## config.mk

```make
export PLATFORM = sky130hd
export DESIGN_NAME = lpg_laser_pwm_command_gate
export DESIGN_NICKNAME = d
export VERILOG_FILES = /design/src/lpg_pkg.sv /design/src/lpg_laser_pwm_command_gate.sv
export SDC_FILE = /design/constraint.sdc
export NUM_CORES = 1
export LEC_CHECK = 0
export BUFFER_PORTS_ARGS = -buffer_cell sky130_fd_sc_hd__buf_2
export CORE_MARGIN = 4
export CORE_UTILIZATION = 50
export CTS_CLUSTER_SIZE = 12
export DETAILED_ROUTE_END_ITERATION = 8
export PLACE_DENSITY = 0.69
export SYNTH_ARGS = -nofsm -noshare
export SYNTH_HDL_FRONTEND = slang
export SYNTH_SLANG_ARGS = --single-unit
export TNS_END_PERCENT = 50
```

## constraint.sdc

```tcl
create_clock -name sys_clk -period 47.8 [get_ports sys_clk]
set_input_delay 4.78 -clock sys_clk [delete_from_list [all_inputs] [get_ports sys_clk]]
set_output_delay 4.78 -clock sys_clk [all_outputs]
set_load 0.01 [all_outputs]
```

## src/lpg_pkg.sv

```systemverilog
// Constants shared by the laser PWM command gate.
// What this block does
// - Base frequencies 5, 10 and 20 kHz
// - 5 kHz is the default base frequency
// - High time 0 to 190 us at 5 kHz
// - Duty equals commanded share of period
// - Output high means beam on, low off
// - Local manual modes take duty from knob
// - Host manual modes take duty from host
// - Analog modes take duty from analog input
// - Current loop: zero at 4 mA, max 20 mA
// - Gate high requests on, low requests off
// - Active gate emits pulses at set duty
// - Pulse timing free-running, not gate aligned
// - Fire only when gate AND emission switch
// - Default-active setting treats undriven gate active
// - Default-inactive setting treats undriven gate inactive
// - Gate honoured in every operating mode
// - 1 us keep-alive pulses while output low
// - Voltage mode: zero at 0 V, max 10 V
`default_nettype none
package lpg_pkg;
    localparam int unsigned CLK_HZ      = 20_000_000;
    localparam int unsigned US_PER_S    = 1_000_000;
    // Base periods in microseconds
    localparam int unsigned PER_5K_US   = 200;
    localparam int unsigned PER_10K_US  = 100;
    localparam int unsigned PER_20K_US  = 50;
    localparam int unsigned PER_5K_CYC  = CLK_HZ / US_PER_S * PER_5K_US;
    localparam int unsigned PER_10K_CYC = CLK_HZ / US_PER_S * PER_10K_US;
    localparam int unsigned PER_20K_CYC = CLK_HZ / US_PER_S * PER_20K_US;
    // Keep-alive pulse width and spacing
    localparam int unsigned TICK_W_US   = 1;
    localparam int unsigned TICK_P_US   = 200;
    localparam int unsigned TICK_W_CYC  = CLK_HZ / US_PER_S * TICK_W_US;
    localparam int unsigned TICK_P_CYC  = CLK_HZ / US_PER_S * TICK_P_US;
    // Duty is held in tenths of a percent
    localparam int unsigned DUTY_FULL   = 1000;
    localparam int unsigned DUTY_MAX    = 950;
    // Frequency select codes
    localparam logic [1:0] FREQ_5K  = 2'h0;
    localparam logic [1:0] FREQ_10K = 2'h1;
    localparam logic [1:0] FREQ_20K = 2'h2;
    // Operating modes
    typedef enum logic [2:0] {
        MODE_MANUAL      = 3'b000,
        MODE_CURRENT     = 3'b001,
        MODE_VOLTAGE     = 3'b010,
        MODE_KNOB_REG    = 3'b011,
        MODE_VOLTAGE_REG = 3'b100
    } lpg_mode_e;
    // Register offsets (byte addresses)
    localparam logic [3:0] REG_CTRL   = 4'h0;
    localparam logic [3:0] REG_DUTY   = 4'h4;
    localparam logic [3:0] REG_STATUS = 4'h8;
    // Control field positions
    localparam int unsigned CTRL_FREQ_LSB = 0;
    localparam int unsigned CTRL_MODE_LSB = 2;
    localparam int unsigned CTRL_HOST_BIT = 5;
    localparam int unsigned CTRL_GDEF_BIT = 6;
    localparam logic [31:0] CTRL_RESET    = 32'h0000_0000;
    // Status field positions
    localparam int unsigned STAT_CMD_BIT  = 0;
    localparam int unsigned STAT_FIRE_BIT = 1;
    localparam int unsigned STAT_TICK_BIT = 2;
    localparam int unsigned STAT_DUTY_LSB = 16;
    // Bus responses
    localparam logic [1:0] RESP_OKAY   = 2'h0;
    localparam logic [1:0] RESP_SLVERR = 2'h2;
endpackage : lpg_pkg
`default_nettype wire

```

## src/lpg_laser_pwm_command_gate.sv

```systemverilog
// Laser PWM command generator with gate qualification and register slave.
//
// Register access over AXI4-Lite and the register offsets were left to the implementer.
`timescale 1ns/1ps
`default_nettype none
module lpg_laser_pwm_command_gate #(
    parameter int unsigned ADC_W     = 12,   // Analog input code width
    parameter int unsigned ADC_4MA   = 819,  // Code at 4 mA
    parameter int unsigned ADC_20MA  = 4095, // Code at 20 mA / 10 V
    parameter int unsigned TICK_PER  = lpg_pkg::TICK_P_CYC
) (
    input  wire logic             sys_clk,
    input  wire logic             reset,
    // AXI4-Lite slave
    input  wire logic [3:0]       s_axi_awaddr,
    input  wire logic             s_axi_awvalid,
    output logic                  s_axi_awready,
    input  wire logic [31:0]      s_axi_wdata,
    input  wire logic [3:0]       s_axi_wstrb,
    input  wire logic             s_axi_wvalid,
    output logic                  s_axi_wready,
    output logic [1:0]            s_axi_bresp,
    output logic                  s_axi_bvalid,
    input  wire logic             s_axi_bready,
    input  wire logic [3:0]       s_axi_araddr,
    input  wire logic             s_axi_arvalid,
    output logic                  s_axi_arready,
    output logic [31:0]           s_axi_rdata,
    output logic [1:0]            s_axi_rresp,
    output logic                  s_axi_rvalid,
    input  wire logic             s_axi_rready,
    // Front panel and external inputs
    input  wire logic [9:0]       knobDuty,
    input  wire logic [ADC_W-1:0] analogCode,
    input  wire logic             gateIn,
    input  wire logic             gateDriven,
    input  wire logic             emissionSwitch,
    // Laser outputs
    output logic                  cmdOut_ff,
    output logic                  tickleOut_ff
);

    logic [31:0] ctrl_ff;         // Control register
    logic [9:0]  hostDuty_ff;     // Host duty, tenths of a percent
    logic [3:0]  awAddr_ff;       // Captured write address
    logic        awHave_ff;       // Write address held
    logic [31:0] wData_ff;        // Captured write data
    logic [3:0]  wStrb_ff;        // Captured byte enables
    logic        wHave_ff;        // Write data held
    logic [11:0] perTop_ff;       // Active period minus one
    logic [11:0] perCnt_ff;       // Free-running period counter
    logic [11:0] highCyc_ff;      // Active high time in cycles
    logic [9:0]  actDuty_ff;      // Active duty
    logic        fireEn_ff;       // Gate AND emission
    logic [11:0] lowCnt_ff;       // Cycles since output went low or since the last keep-alive pulse started
    logic [4:0]  tickCnt_ff;      // Remaining keep-alive width
    logic [9:0]  nxt_duty;        // Selected duty
    logic [11:0] nxt_highCyc;     // High time from selected duty
    logic [11:0] nxt_perTop;      // Period minus one from selected frequency
    logic        nxt_cmd;         // Next command level
    logic        gateActive;      // Effective gate level
    lpg_pkg::lpg_mode_e mode;     // Decoded mode

    // Period in cycles minus one for a frequency code
    function automatic logic [11:0] periodFor(input logic [1:0] sel);
        case (sel)
            lpg_pkg::FREQ_10K: periodFor = 12'(lpg_pkg::PER_10K_CYC - 1);
            lpg_pkg::FREQ_20K: periodFor = 12'(lpg_pkg::PER_20K_CYC - 1);
            default:           periodFor = 12'(lpg_pkg::PER_5K_CYC - 1);
        endcase
    endfunction : periodFor

    // Clamp a duty to the maximum
    function automatic logic [9:0] clampDuty(input logic [9:0] d);
        clampDuty = (d > 10'(lpg_pkg::DUTY_MAX)) ? 10'(lpg_pkg::DUTY_MAX) : d;
    endfunction : clampDuty

    assign mode = lpg_pkg::lpg_mode_e'(ctrl_ff[lpg_pkg::CTRL_MODE_LSB +: 3]);

    // Duty source selection and scaling
    always_comb begin
        logic [21:0] prod;
        prod = 22'h0;
        case (mode)
            lpg_pkg::MODE_CURRENT: begin
                // Zero at 4 mA, full at 20 mA
                if (analogCode > ADC_W'(ADC_4MA)) begin
                    prod = 22'((32'(analogCode) - ADC_4MA) * lpg_pkg::DUTY_MAX
                          / (ADC_20MA - ADC_4MA));
                end
            end
            lpg_pkg::MODE_VOLTAGE, lpg_pkg::MODE_VOLTAGE_REG: begin
                // Zero at 0 V, full at 10 V
                prod = 22'(32'(analogCode) * lpg_pkg::DUTY_MAX
                      / ADC_20MA);
            end
            default: begin
                // Manual modes: knob locally, register under host
                if (ctrl_ff[lpg_pkg::CTRL_HOST_BIT]) begin
                    prod = 22'(hostDuty_ff);
                end else begin
                    prod = 22'(knobDuty);
                end
            end
        endcase
        nxt_duty    = clampDuty(prod[9:0] | {10{|prod[21:10]}});
        nxt_perTop  = periodFor(ctrl_ff[lpg_pkg::CTRL_FREQ_LSB +: 2]);
        nxt_highCyc = 12'((32'(nxt_perTop) + 1) * nxt_duty
                      / lpg_pkg::DUTY_FULL);
    end

    // Undriven gate takes the configured idle level
    assign gateActive = gateDriven ? gateIn
                        : ctrl_ff[lpg_pkg::CTRL_GDEF_BIT];

    // Fire enable: gate AND emission switch in every mode
    always_ff @(posedge sys_clk) begin
        if (reset) begin
            fireEn_ff <= 1'b0;
        end else begin
            fireEn_ff <= gateActive && emissionSwitch;
        end
    end

    // Free-running period counter; settings load on wrap
    always_ff @(posedge sys_clk) begin
        if (reset) begin
            perCnt_ff  <= 12'h000;
            perTop_ff  <= 12'(lpg_pkg::PER_5K_CYC - 1);
            highCyc_ff <= 12'h000;
            actDuty_ff <= 10'h000;
        end else if (perCnt_ff >= perTop_ff) begin
            perCnt_ff  <= 12'h000;
            perTop_ff  <= nxt_perTop;
            highCyc_ff <= nxt_highCyc;
            actDuty_ff <= nxt_duty;
        end else begin
            perCnt_ff <= perCnt_ff + 12'h001;
        end
    end

    assign nxt_cmd = fireEn_ff && (perCnt_ff < highCyc_ff);

    // Command output
    always_ff @(posedge sys_clk) begin
        if (reset) begin
            cmdOut_ff <= 1'b0;
        end else begin
            cmdOut_ff <= nxt_cmd;
        end
    end

    // Keep-alive pulses while the command is low
    always_ff @(posedge sys_clk) begin
        if (reset) begin
            lowCnt_ff    <= 12'h000;
            tickCnt_ff   <= 5'h00;
            tickleOut_ff <= 1'b0;
        end else if (nxt_cmd) begin
            // One below zero: first pulse a full period after the fall
            lowCnt_ff    <= 12'hfff;
            tickCnt_ff   <= 5'h00;
            tickleOut_ff <= 1'b0;
        end else if (lowCnt_ff == 12'(TICK_PER - 1)) begin
            lowCnt_ff    <= 12'h000;
            tickCnt_ff   <= 5'(lpg_pkg::TICK_W_CYC - 1);
            tickleOut_ff <= 1'b1;
        end else begin
            lowCnt_ff    <= lowCnt_ff + 12'h001;
            tickleOut_ff <= tickCnt_ff != 5'h00;
            if (tickCnt_ff != 5'h00) begin
                tickCnt_ff <= tickCnt_ff - 5'h01;
            end
        end
    end

    // Write channel capture, address and data in either order
    always_ff @(posedge sys_clk) begin
        if (reset) begin
            awHave_ff <= 1'b0;
            wHave_ff  <= 1'b0;
            awAddr_ff <= 4'h0;
            wData_ff  <= 32'h0000_0000;
            wStrb_ff  <= 4'h0;
        end else begin
            if (s_axi_awvalid && s_axi_awready) begin
                awHave_ff <= 1'b1;
                awAddr_ff <= s_axi_awaddr;
            end else if (s_axi_bvalid && s_axi_bready) begin
                awHave_ff <= 1'b0;
            end
            if (s_axi_wvalid && s_axi_wready) begin
                wHave_ff <= 1'b1;
                wData_ff <= s_axi_wdata;
                wStrb_ff <= s_axi_wstrb;
            end else if (s_axi_bvalid && s_axi_bready) begin
                wHave_ff <= 1'b0;
            end
        end
    end

    // Ready while nothing of that channel is held
    always_ff @(posedge sys_clk) begin
        if (reset) begin
            s_axi_awready <= 1'b0;
            s_axi_wready  <= 1'b0;
        end else begin
            s_axi_awready <= !awHave_ff && !(s_axi_awvalid && s_axi_awready);
            s_axi_wready  <= !wHave_ff && !(s_axi_wvalid && s_axi_wready);
        end
    end

    // Register write and write response
    always_ff @(posedge sys_clk) begin
        if (reset) begin
            ctrl_ff      <= lpg_pkg::CTRL_RESET;
            hostDuty_ff  <= 10'h000;
            s_axi_bvalid <= 1'b0;
            s_axi_bresp  <= lpg_pkg::RESP_OKAY;
        end else if (s_axi_bvalid) begin
            if (s_axi_bready) begin
                s_axi_bvalid <= 1'b0;
            end
        end else if (awHave_ff && wHave_ff) begin
            s_axi_bvalid <= 1'b1;
            s_axi_bresp  <= lpg_pkg::RESP_OKAY;
            case (awAddr_ff)
                lpg_pkg::REG_CTRL: begin
                    if (wStrb_ff[0]) begin
                        ctrl_ff[7:0] <= wData_ff[7:0];
                    end
                end
                lpg_pkg::REG_DUTY: begin
                    if (wStrb_ff[0]) begin
                        hostDuty_ff[7:0] <= wData_ff[7:0];
                    end
                    if (wStrb_ff[1]) begin
                        hostDuty_ff[9:8] <= wData_ff[9:8];
                    end
                end
                lpg_pkg::REG_STATUS: begin
                    // Read only, write ignored
                end
                default: begin
                    s_axi_bresp <= lpg_pkg::RESP_SLVERR;
                end
            endcase
        end
    end

    // Read channel
    always_ff @(posedge sys_clk) begin
        if (reset) begin
            s_axi_arready <= 1'b0;
            s_axi_rvalid  <= 1'b0;
            s_axi_rdata   <= 32'h0000_0000;
            s_axi_rresp   <= lpg_pkg::RESP_OKAY;
        end else if (s_axi_rvalid) begin
            s_axi_arready <= 1'b0;
            if (s_axi_rready) begin
                s_axi_rvalid  <= 1'b0;
            end
        end else if (s_axi_arvalid && s_axi_arready) begin
            s_axi_arready <= 1'b0;
            s_axi_rvalid  <= 1'b1;
            s_axi_rresp   <= lpg_pkg::RESP_OKAY;
            s_axi_rdata   <= 32'h0000_0000;
            case (s_axi_araddr)
                lpg_pkg::REG_CTRL:   s_axi_rdata <= {24'h000000, ctrl_ff[7:0]};
                lpg_pkg::REG_DUTY:   s_axi_rdata <= {22'h000000, hostDuty_ff};
                lpg_pkg::REG_STATUS: begin
                    s_axi_rdata[lpg_pkg::STAT_CMD_BIT]  <= cmdOut_ff;
                    s_axi_rdata[lpg_pkg::STAT_FIRE_BIT] <= fireEn_ff;
                    s_axi_rdata[lpg_pkg::STAT_TICK_BIT] <= tickleOut_ff;
                    s_axi_rdata[lpg_pkg::STAT_DUTY_LSB +: 10] <= actDuty_ff;
                end
                default: s_axi_rresp <= lpg_pkg::RESP_SLVERR;
            endcase
        end else begin
            s_axi_arready <= 1'b1;
        end
    end
endmodule : lpg_laser_pwm_command_gate
`default_nettype wire

```

==> qor.txt, run 1 <==
Arrival time worst endpoint: 45,940 ps
Kind of critical path: in2reg
Max Clk Rate: 21.9 MHz
Register area share after synthesis: 7.21%
Total Routed Length: 103,000 um
Post-Syn Area: 0.0336 sq mm
GP Congestion: 0.990
Longest Clk Path Bufs: 2
Residual DRC: 0
Slowest cell on the critical path: or4_4
Largest net degree at the start of global routing: 90
Core Box Area: 0.0662 sq mm
Avg Inst Size Synth: 7.31 sq um
Most common cell after layout, fill and taps aside: nand2_1
Die height: 267 um
# Max-Cap Violations: 0
Critical path startpoint category: input pin
Yosys top cell area share: 9.47%
Router iterations before antenna repair: 6
Hold Path Stages: 2
TritonCTS buffer count: 17
Clk_lat worst skew: 410 ps
Final Hold Vio Count: 0
Multi-input gate area: 0.0304 sq mm
First-pass GRT wire length: 165,000 um
Worst reg2reg path endpoint: highCyc_ff[0]$_SDFFE_PP0P_
#FFs+latches synth: 121
Worst R2R Path Depth: 95
Initial Util: 50.7%
Nets: 5,370
Fillers: 6,171
Layout cells sized above 1: 18.7%
Layout area overhead: 16.8%
Vias in the first global route: 33,236
Final worst path period need: 45,710 ps
Critical path peak fanout: 18
Ports: 119
WHS Endpoint: s_axi_rdata[9]$_SDFFE_PP0P_
# rows: 94
Final Util: 59.3%
# diodes: 0
Worst reg2reg startpoint: ctrl_ff[2]$_SDFFE_PP0P_
Crit share post-route: 95.6%
Tightest Pin Transition: 1170 ps
Top cells by area, synth: fa_1 (9.5%), xnor2_1 (8.9%), ha_1 (7.2%)
Synth area leader: fa_1
Clock Skew: 12.0 ps
Clk sinks: 121
Routed WL per cell: 17.7 um
Clock root buffer: clkbuf_16
Most used DFF post-synth: dfxtp_1
Crit-path most repeated cell: buf_4
DIE AREA: 0.0714 sq mm
DR vias/cell: 6.09
Status: complete, no violations
Final setup viols: 0
HP Class: reg2reg
Post-synth EDFFs: 0
Max-slew violation count: 0
DRT iter0 DRCs: 3,009
DP Wirelength: 82,500 um
PortBufs: 80
Unique masters post-synth: 151
Post-synthesis cell count: 4,594
# H-tree levels: 4
Clk slew on worst S/H paths: 60 ps
Die X: 267 um
Final TNS setup: 0 ps
Async S/R FF share, synth: 0%
Initial antenna violation count: 0
GR Util All Layers: 27.2%
Worst endpoint required time: 48,030 ps
Commonest cells after routing, fill and taps aside: nand2_1 (446), nor2_1 (417), buf_4 (388), inv_1 (349), xnor2_1 (315)
FF-to-FF setup slack: 26,390 ps
GRT overflow: 0
Final ANT Viol Nets: 0
Sequential Area: 0.00242 sq mm
Slowest stage delay, CP: 580 ps
Max-slew headroom: 21.8%
HP Start: s_axi_rdata[9]$_SDFFE_PP0P_
Vias: 35,408
CTS tree: done
Critical Path End Type: flip-flop
YS warnings: 0
[Yosys cell counts (18+ instances only)]
cell,number
a2111oi_0,18
a211oi_1,59
a21o_1,55
a21oi_1,293
a221oi_1,21
a22oi_1,19
a31oi_1,42
and2_1,78
and3_1,56
buf_2,36
buf_4,25
clkbuf_1,101
dfxtp_1,121
fa_1,159
ha_1,194
inv_1,350
mux2_2,37
mux2i_1,66
nand2_1,447
nand2b_1,52
nand3_1,151
nand4_1,54
nor2_1,426
nor2b_1,36
nor3_1,132
nor4_1,44
nor4b_1,18
o211ai_1,66
o21a_1,32
o21ai_0,172
o21ai_1,50
o21bai_1,37
o22ai_1,24
o31ai_1,34
or2_1,18
or2_2,42
or3_1,58
or4_1,23
xnor2_1,342
xor2_1,122
[per-stage QoR]
stage / hold WS, ps / instance area [sq um] / setup slack, ps / instances
6_report: 449 / 39300 / 2090 / 5817
3_5_place_dp: 441 / 36900 / -119 / 5722
4_1_cts: 448 / 37500 / 98.2 / 5753
2_1_floorplan: 423 / 33700 / 2590 / 4616
3_3_place_gp: 439 / 36900 / 249 / 5722
5_1_grt: 462 / 39300 / -303 / 5817
[per-layer routing]
layer  vias up  global-route usage (%)  wire length, um
met5         -                       0                0
met4         0                    7.37             3200
met3       234                    2.48             5540
met2      1173                    47.1            49400
met1     16763                    36.3            44900
li1      17238                       -                -
[kinds of logic after synthesis]
group	share of synthesized area [%]
adders and majority gates	17.0
buffers and inverters	6.33
AOI/OAI and AO/OA	26.6
and+or+nand+nor	26.4
other	0.0223
muxes	3.42
xor gates and xnor gates	12.9
DFF	7.21
[worst max path at each step]
| stage | startpoint | endpoint | slack [ps] | depth (start not counted) |
|---|---|---|---|---|
| floorplan | analogCode[2] | highCyc_ff[0]$_SDFFE_PP0P_ | 2590 | 175 |
| global placement | analogCode[2] | highCyc_ff[0]$_SDFFE_PP0P_ | 250 | 175 |
| detailed placement | analogCode[2] | highCyc_ff[0]$_SDFFE_PP0P_ | -120 | 174 |
| CTS | analogCode[2] | highCyc_ff[0]$_SDFFE_PP0P_ | 100 | 176 |
| global route | analogCode[2] | highCyc_ff[0]$_SDFFE_PP0P_ | -300 | 187 |
| finish | analogCode[2] | highCyc_ff[0]$_SDFFE_PP0P_ | 2090 | 185 |
[worst max-delay path, delay by kind of cell]
family,cells,cell delay [ps]
buffers and inverters,30,4390
AO/OA/AOI/OAI,80,17000
AND/OR/NAND/NOR,46,10070
multiplexers,8,2570
XOR/XNOR,7,1200
adder cells (fa/ha/maj),14,5860
[area by class of cell]
type                       count  share of cell area [%]
multi-input combinational   3971                    77.4
timing repair buffer         476                    8.74
clock buffer                  17                    1.08
tap                          864                    2.75
inverter                     354                    3.39
clock inverter                14                   0.443
sequential                   121                    6.17
[state kept, by name, summed over array words and instances, names as in the netlist, 2 cells and up]
register,flops
perTop_ff,4
ctrl_ff,8
tickCnt_ff,5
highCyc_ff,12
hostDuty_ff,10
perCnt_ff,12
wData_ff,10
lowCnt_ff,12
s_axi_rdata,20
actDuty_ff,10
wStrb_ff,2
awAddr_ff,4
[what timing repair did]
action	4_1_cts	5_1_grt
hold endpoints to repair	0	0
setup endpoints to repair	0	5
gates resized for setup	0	235
buffers inserted	0	60
hold buffers	0	0
Power of run 1 is left out: the tool's default activity adds up to more than one toggle a clock period on the data nets, which glitch-free logic cannot reach.
==> run 2, diff against run 1 <==
--- a/config.mk
+++ b/config.mk
@@ -6,11 +6,13 @@
 export NUM_CORES = 1
 export LEC_CHECK = 0
 export BUFFER_PORTS_ARGS = -buffer_cell sky130_fd_sc_hd__buf_2
+export CELL_PAD_IN_SITES_DETAIL_PLACEMENT = 0
+export CELL_PAD_IN_SITES_GLOBAL_PLACEMENT = 1
 export CORE_MARGIN = 4
-export CORE_UTILIZATION = 50
+export CORE_UTILIZATION = 44
 export CTS_CLUSTER_SIZE = 12
 export DETAILED_ROUTE_END_ITERATION = 8
-export PLACE_DENSITY = 0.69
+export PLACE_DENSITY_LB_ADDON = 0.1
 export SYNTH_ARGS = -nofsm -noshare
 export SYNTH_HDL_FRONTEND = slang
 export SYNTH_SLANG_ARGS = --single-unit
==> run 2 against run 1 <==
Largest cell class unchanged. Cell area increased by 0.61%. Non-clock buffer count is 19 higher. Cell count increased by 2.3%. Worst setup slack gained 250 ps. First-iteration DRC count shrank 16%. Global-route usage is 0.57 points lower. Via count shrank 1.1%.
==> qor.txt, run 2 (same netlist as run 1, synthesis figures left out) <==
Status: complete, no violations
Hold Path Stages: 2 (unchanged)
HP Class: reg2reg
Critical path startpoint category: input pin
Die X: 284 um (+6.4%)
Worst R2R Path Depth: 100 (+5.3%)
Max-slew headroom: 19.9% (-2.0 points)
Longest Clk Path Bufs: 2 (unchanged)
First-pass GRT wire length: 179,000 um (+8.5%)
Arrival time worst endpoint: 45,800 ps (-140 ps)
Inst Count DP: 5,855 (+2.3%)
Critical Path End Type: flip-flop
Max-slew violation count: 0 (unchanged)
Total Routed Length: 114,000 um (+10%)
Placed instance area: 0.0373 sq mm (+0.85%)
Clock root buffer: clkbuf_16
GRT overflow: 0 (unchanged)
Clk sinks: 121 (unchanged)
Design Area, Final: 0.0395 sq mm (+0.61%)
Buf/Inv on CP: 25 (-17%)
Kind of critical path: in2reg
GP Congestion: 0.917 (-7.5%)
Final Instance Count excl. Fillers: 5,951 (+2.3%)
Final setup viols: 0 (unchanged)
Die height: 284 um (+6.4%)
Critical path peak fanout: 13 (-5)
Slowest stage delay, CP: 610 ps (+30 ps)
Crit share post-route: 95.1% (-0.52 points)
Nets: 5,388 (+0.34%)
Vias: 35,006 (-1.1%)
Worst endpoint required time: 48,140 ps (+110 ps)
Router iterations before antenna repair: 5 (-1)
Routed WL per cell: 19.1 um (+7.7%)
Worst reg2reg startpoint: ctrl_ff[2]$_SDFFE_PP0P_
# Max-Cap Violations: 0 (unchanged)
Initial Util: 44.3% (-6.4 points)
# H-tree levels: 4 (unchanged)
DR vias/cell: 5.88 (-3.4%)
WHS Endpoint: actDuty_ff[6]$_SDFFE_PP0P_
Clk slew on worst S/H paths: 60 ps (about the same)
Max Clk Rate: 22.0 MHz (+0.55%)
PortBufs: 80 (unchanged)
# rows: 101 (+7.4%)
WHS: 454 ps (+4.88 ps)
Most common cell after layout, fill and taps aside: nand2_1
Fillers: 7,720 (+25%)
GR Util All Layers: 26.6% (-0.57 points)
HP Start: actDuty_ff[6]$_SDFFE_PP0P_
Final Hold Vio Count: 0 (unchanged)
TritonCTS buffer count: 17 (unchanged)
Clk_lat worst skew: 440 ps (+30 ps)
DRT iter0 DRCs: 2,522 (-16%)
DP Wirelength: 93,000 um (+13%)
Slowest cell on the critical path: or4_1
Final Util: 52.1% (-7.2 points)
Tightest Pin Transition: 1190 ps (+22.6 ps)
Final ANT Viol Nets: 0 (unchanged)
DIE AREA: 0.0809 sq mm (+13%)
Residual DRC: 0 (unchanged)
Clock Skew: 20.7 ps (+8.70 ps)
Crit-path leading delay family: compound AO/OA/AOI/OAI gates
Most flops, register: s_axi_rdata
Initial antenna violation count: 0 (unchanged)
Layout cells sized above 1: 18.8% (+0.13 points)
Commonest cells after routing, fill and taps aside: nand2_1 (445), nor2_1 (416), buf_4 (410), inv_1 (349), xnor2_1 (321)
Largest net degree at the start of global routing: 76 (-16%)
CTS tree: done
Layout area overhead: 17.5%
Worst reg2reg path endpoint: highCyc_ff[0]$_SDFFE_PP0P_
Core Box Area: 0.0758 sq mm (+15%)
FF-to-FF setup slack: 26,800 ps (+410 ps)
Ports: 119 (unchanged)
Final worst path period need: 45,460 ps (-250 ps)
Max reg flops: 20 (unchanged)
Vias in the first global route: 32,912 (-0.97%)
run 2: per-layer routing:
metal | routed length (um) | track usage (%)
met5 | 0 | 0
met4 | 2120 | 4.54
met3 | 4720 | 1.33
met2 | 53900 | 45.9
met1 | 52800 | 37.3
run 2: layout make-up:
type	count	area (sq um)	share of cell area, %
sequential	121	2420	6.13
multi-input combinational	3970	30400	76.9
clock buffer	17	425	1.08
tap	978	1220	3.10
inverter	354	1330	3.36
timing repair buffer	495	3570	9.04
clock inverter	15	150	0.380
antenna	1	2.50	0.00634
run 2: repair_timing:
| item | in CTS | in global routing |
|---|---|---|
| buffers inserted | 0 | 60 |
| setup endpoints to repair | 0 | 4 |
| resized for setup | 0 | 224 |
| hold buffers | 0 | 0 |
run 2: per-stage QoR:
| stage | worst slack, ps | TNS, ps |
|---|---|---|
| after floorplan | 2590 | 0 |
| after CTS | 176 | 0 |
| after detailed placement | -147 | -147 |
| after global routing | -133 | -133 |
| final | 2340 | 0 |
| after global placement | 52.7 | 0 |
run 2: worst max path at each step:
stage / from / to / depth (start not counted)
after CTS: analogCode[3] / highCyc_ff[0]$_SDFFE_PP0P_ / 173
after global routing: analogCode[3] / highCyc_ff[0]$_SDFFE_PP0P_ / 183
after floorplan: analogCode[2] / highCyc_ff[0]$_SDFFE_PP0P_ / 175
final: analogCode[1] / highCyc_ff[0]$_SDFFE_PP0P_ / 182
after detailed placement: analogCode[1] / highCyc_ff[0]$_SDFFE_PP0P_ / 176
after global placement: analogCode[1] / highCyc_ff[0]$_SDFFE_PP0P_ / 177
run 2: tightest hold or removal path, cell delays in order, from the launching register on:
cell and delay, ps:
dfxtp_1 310, nand2_1 50, a21oi_1 50
Power of run 2 is left out for the same reason.
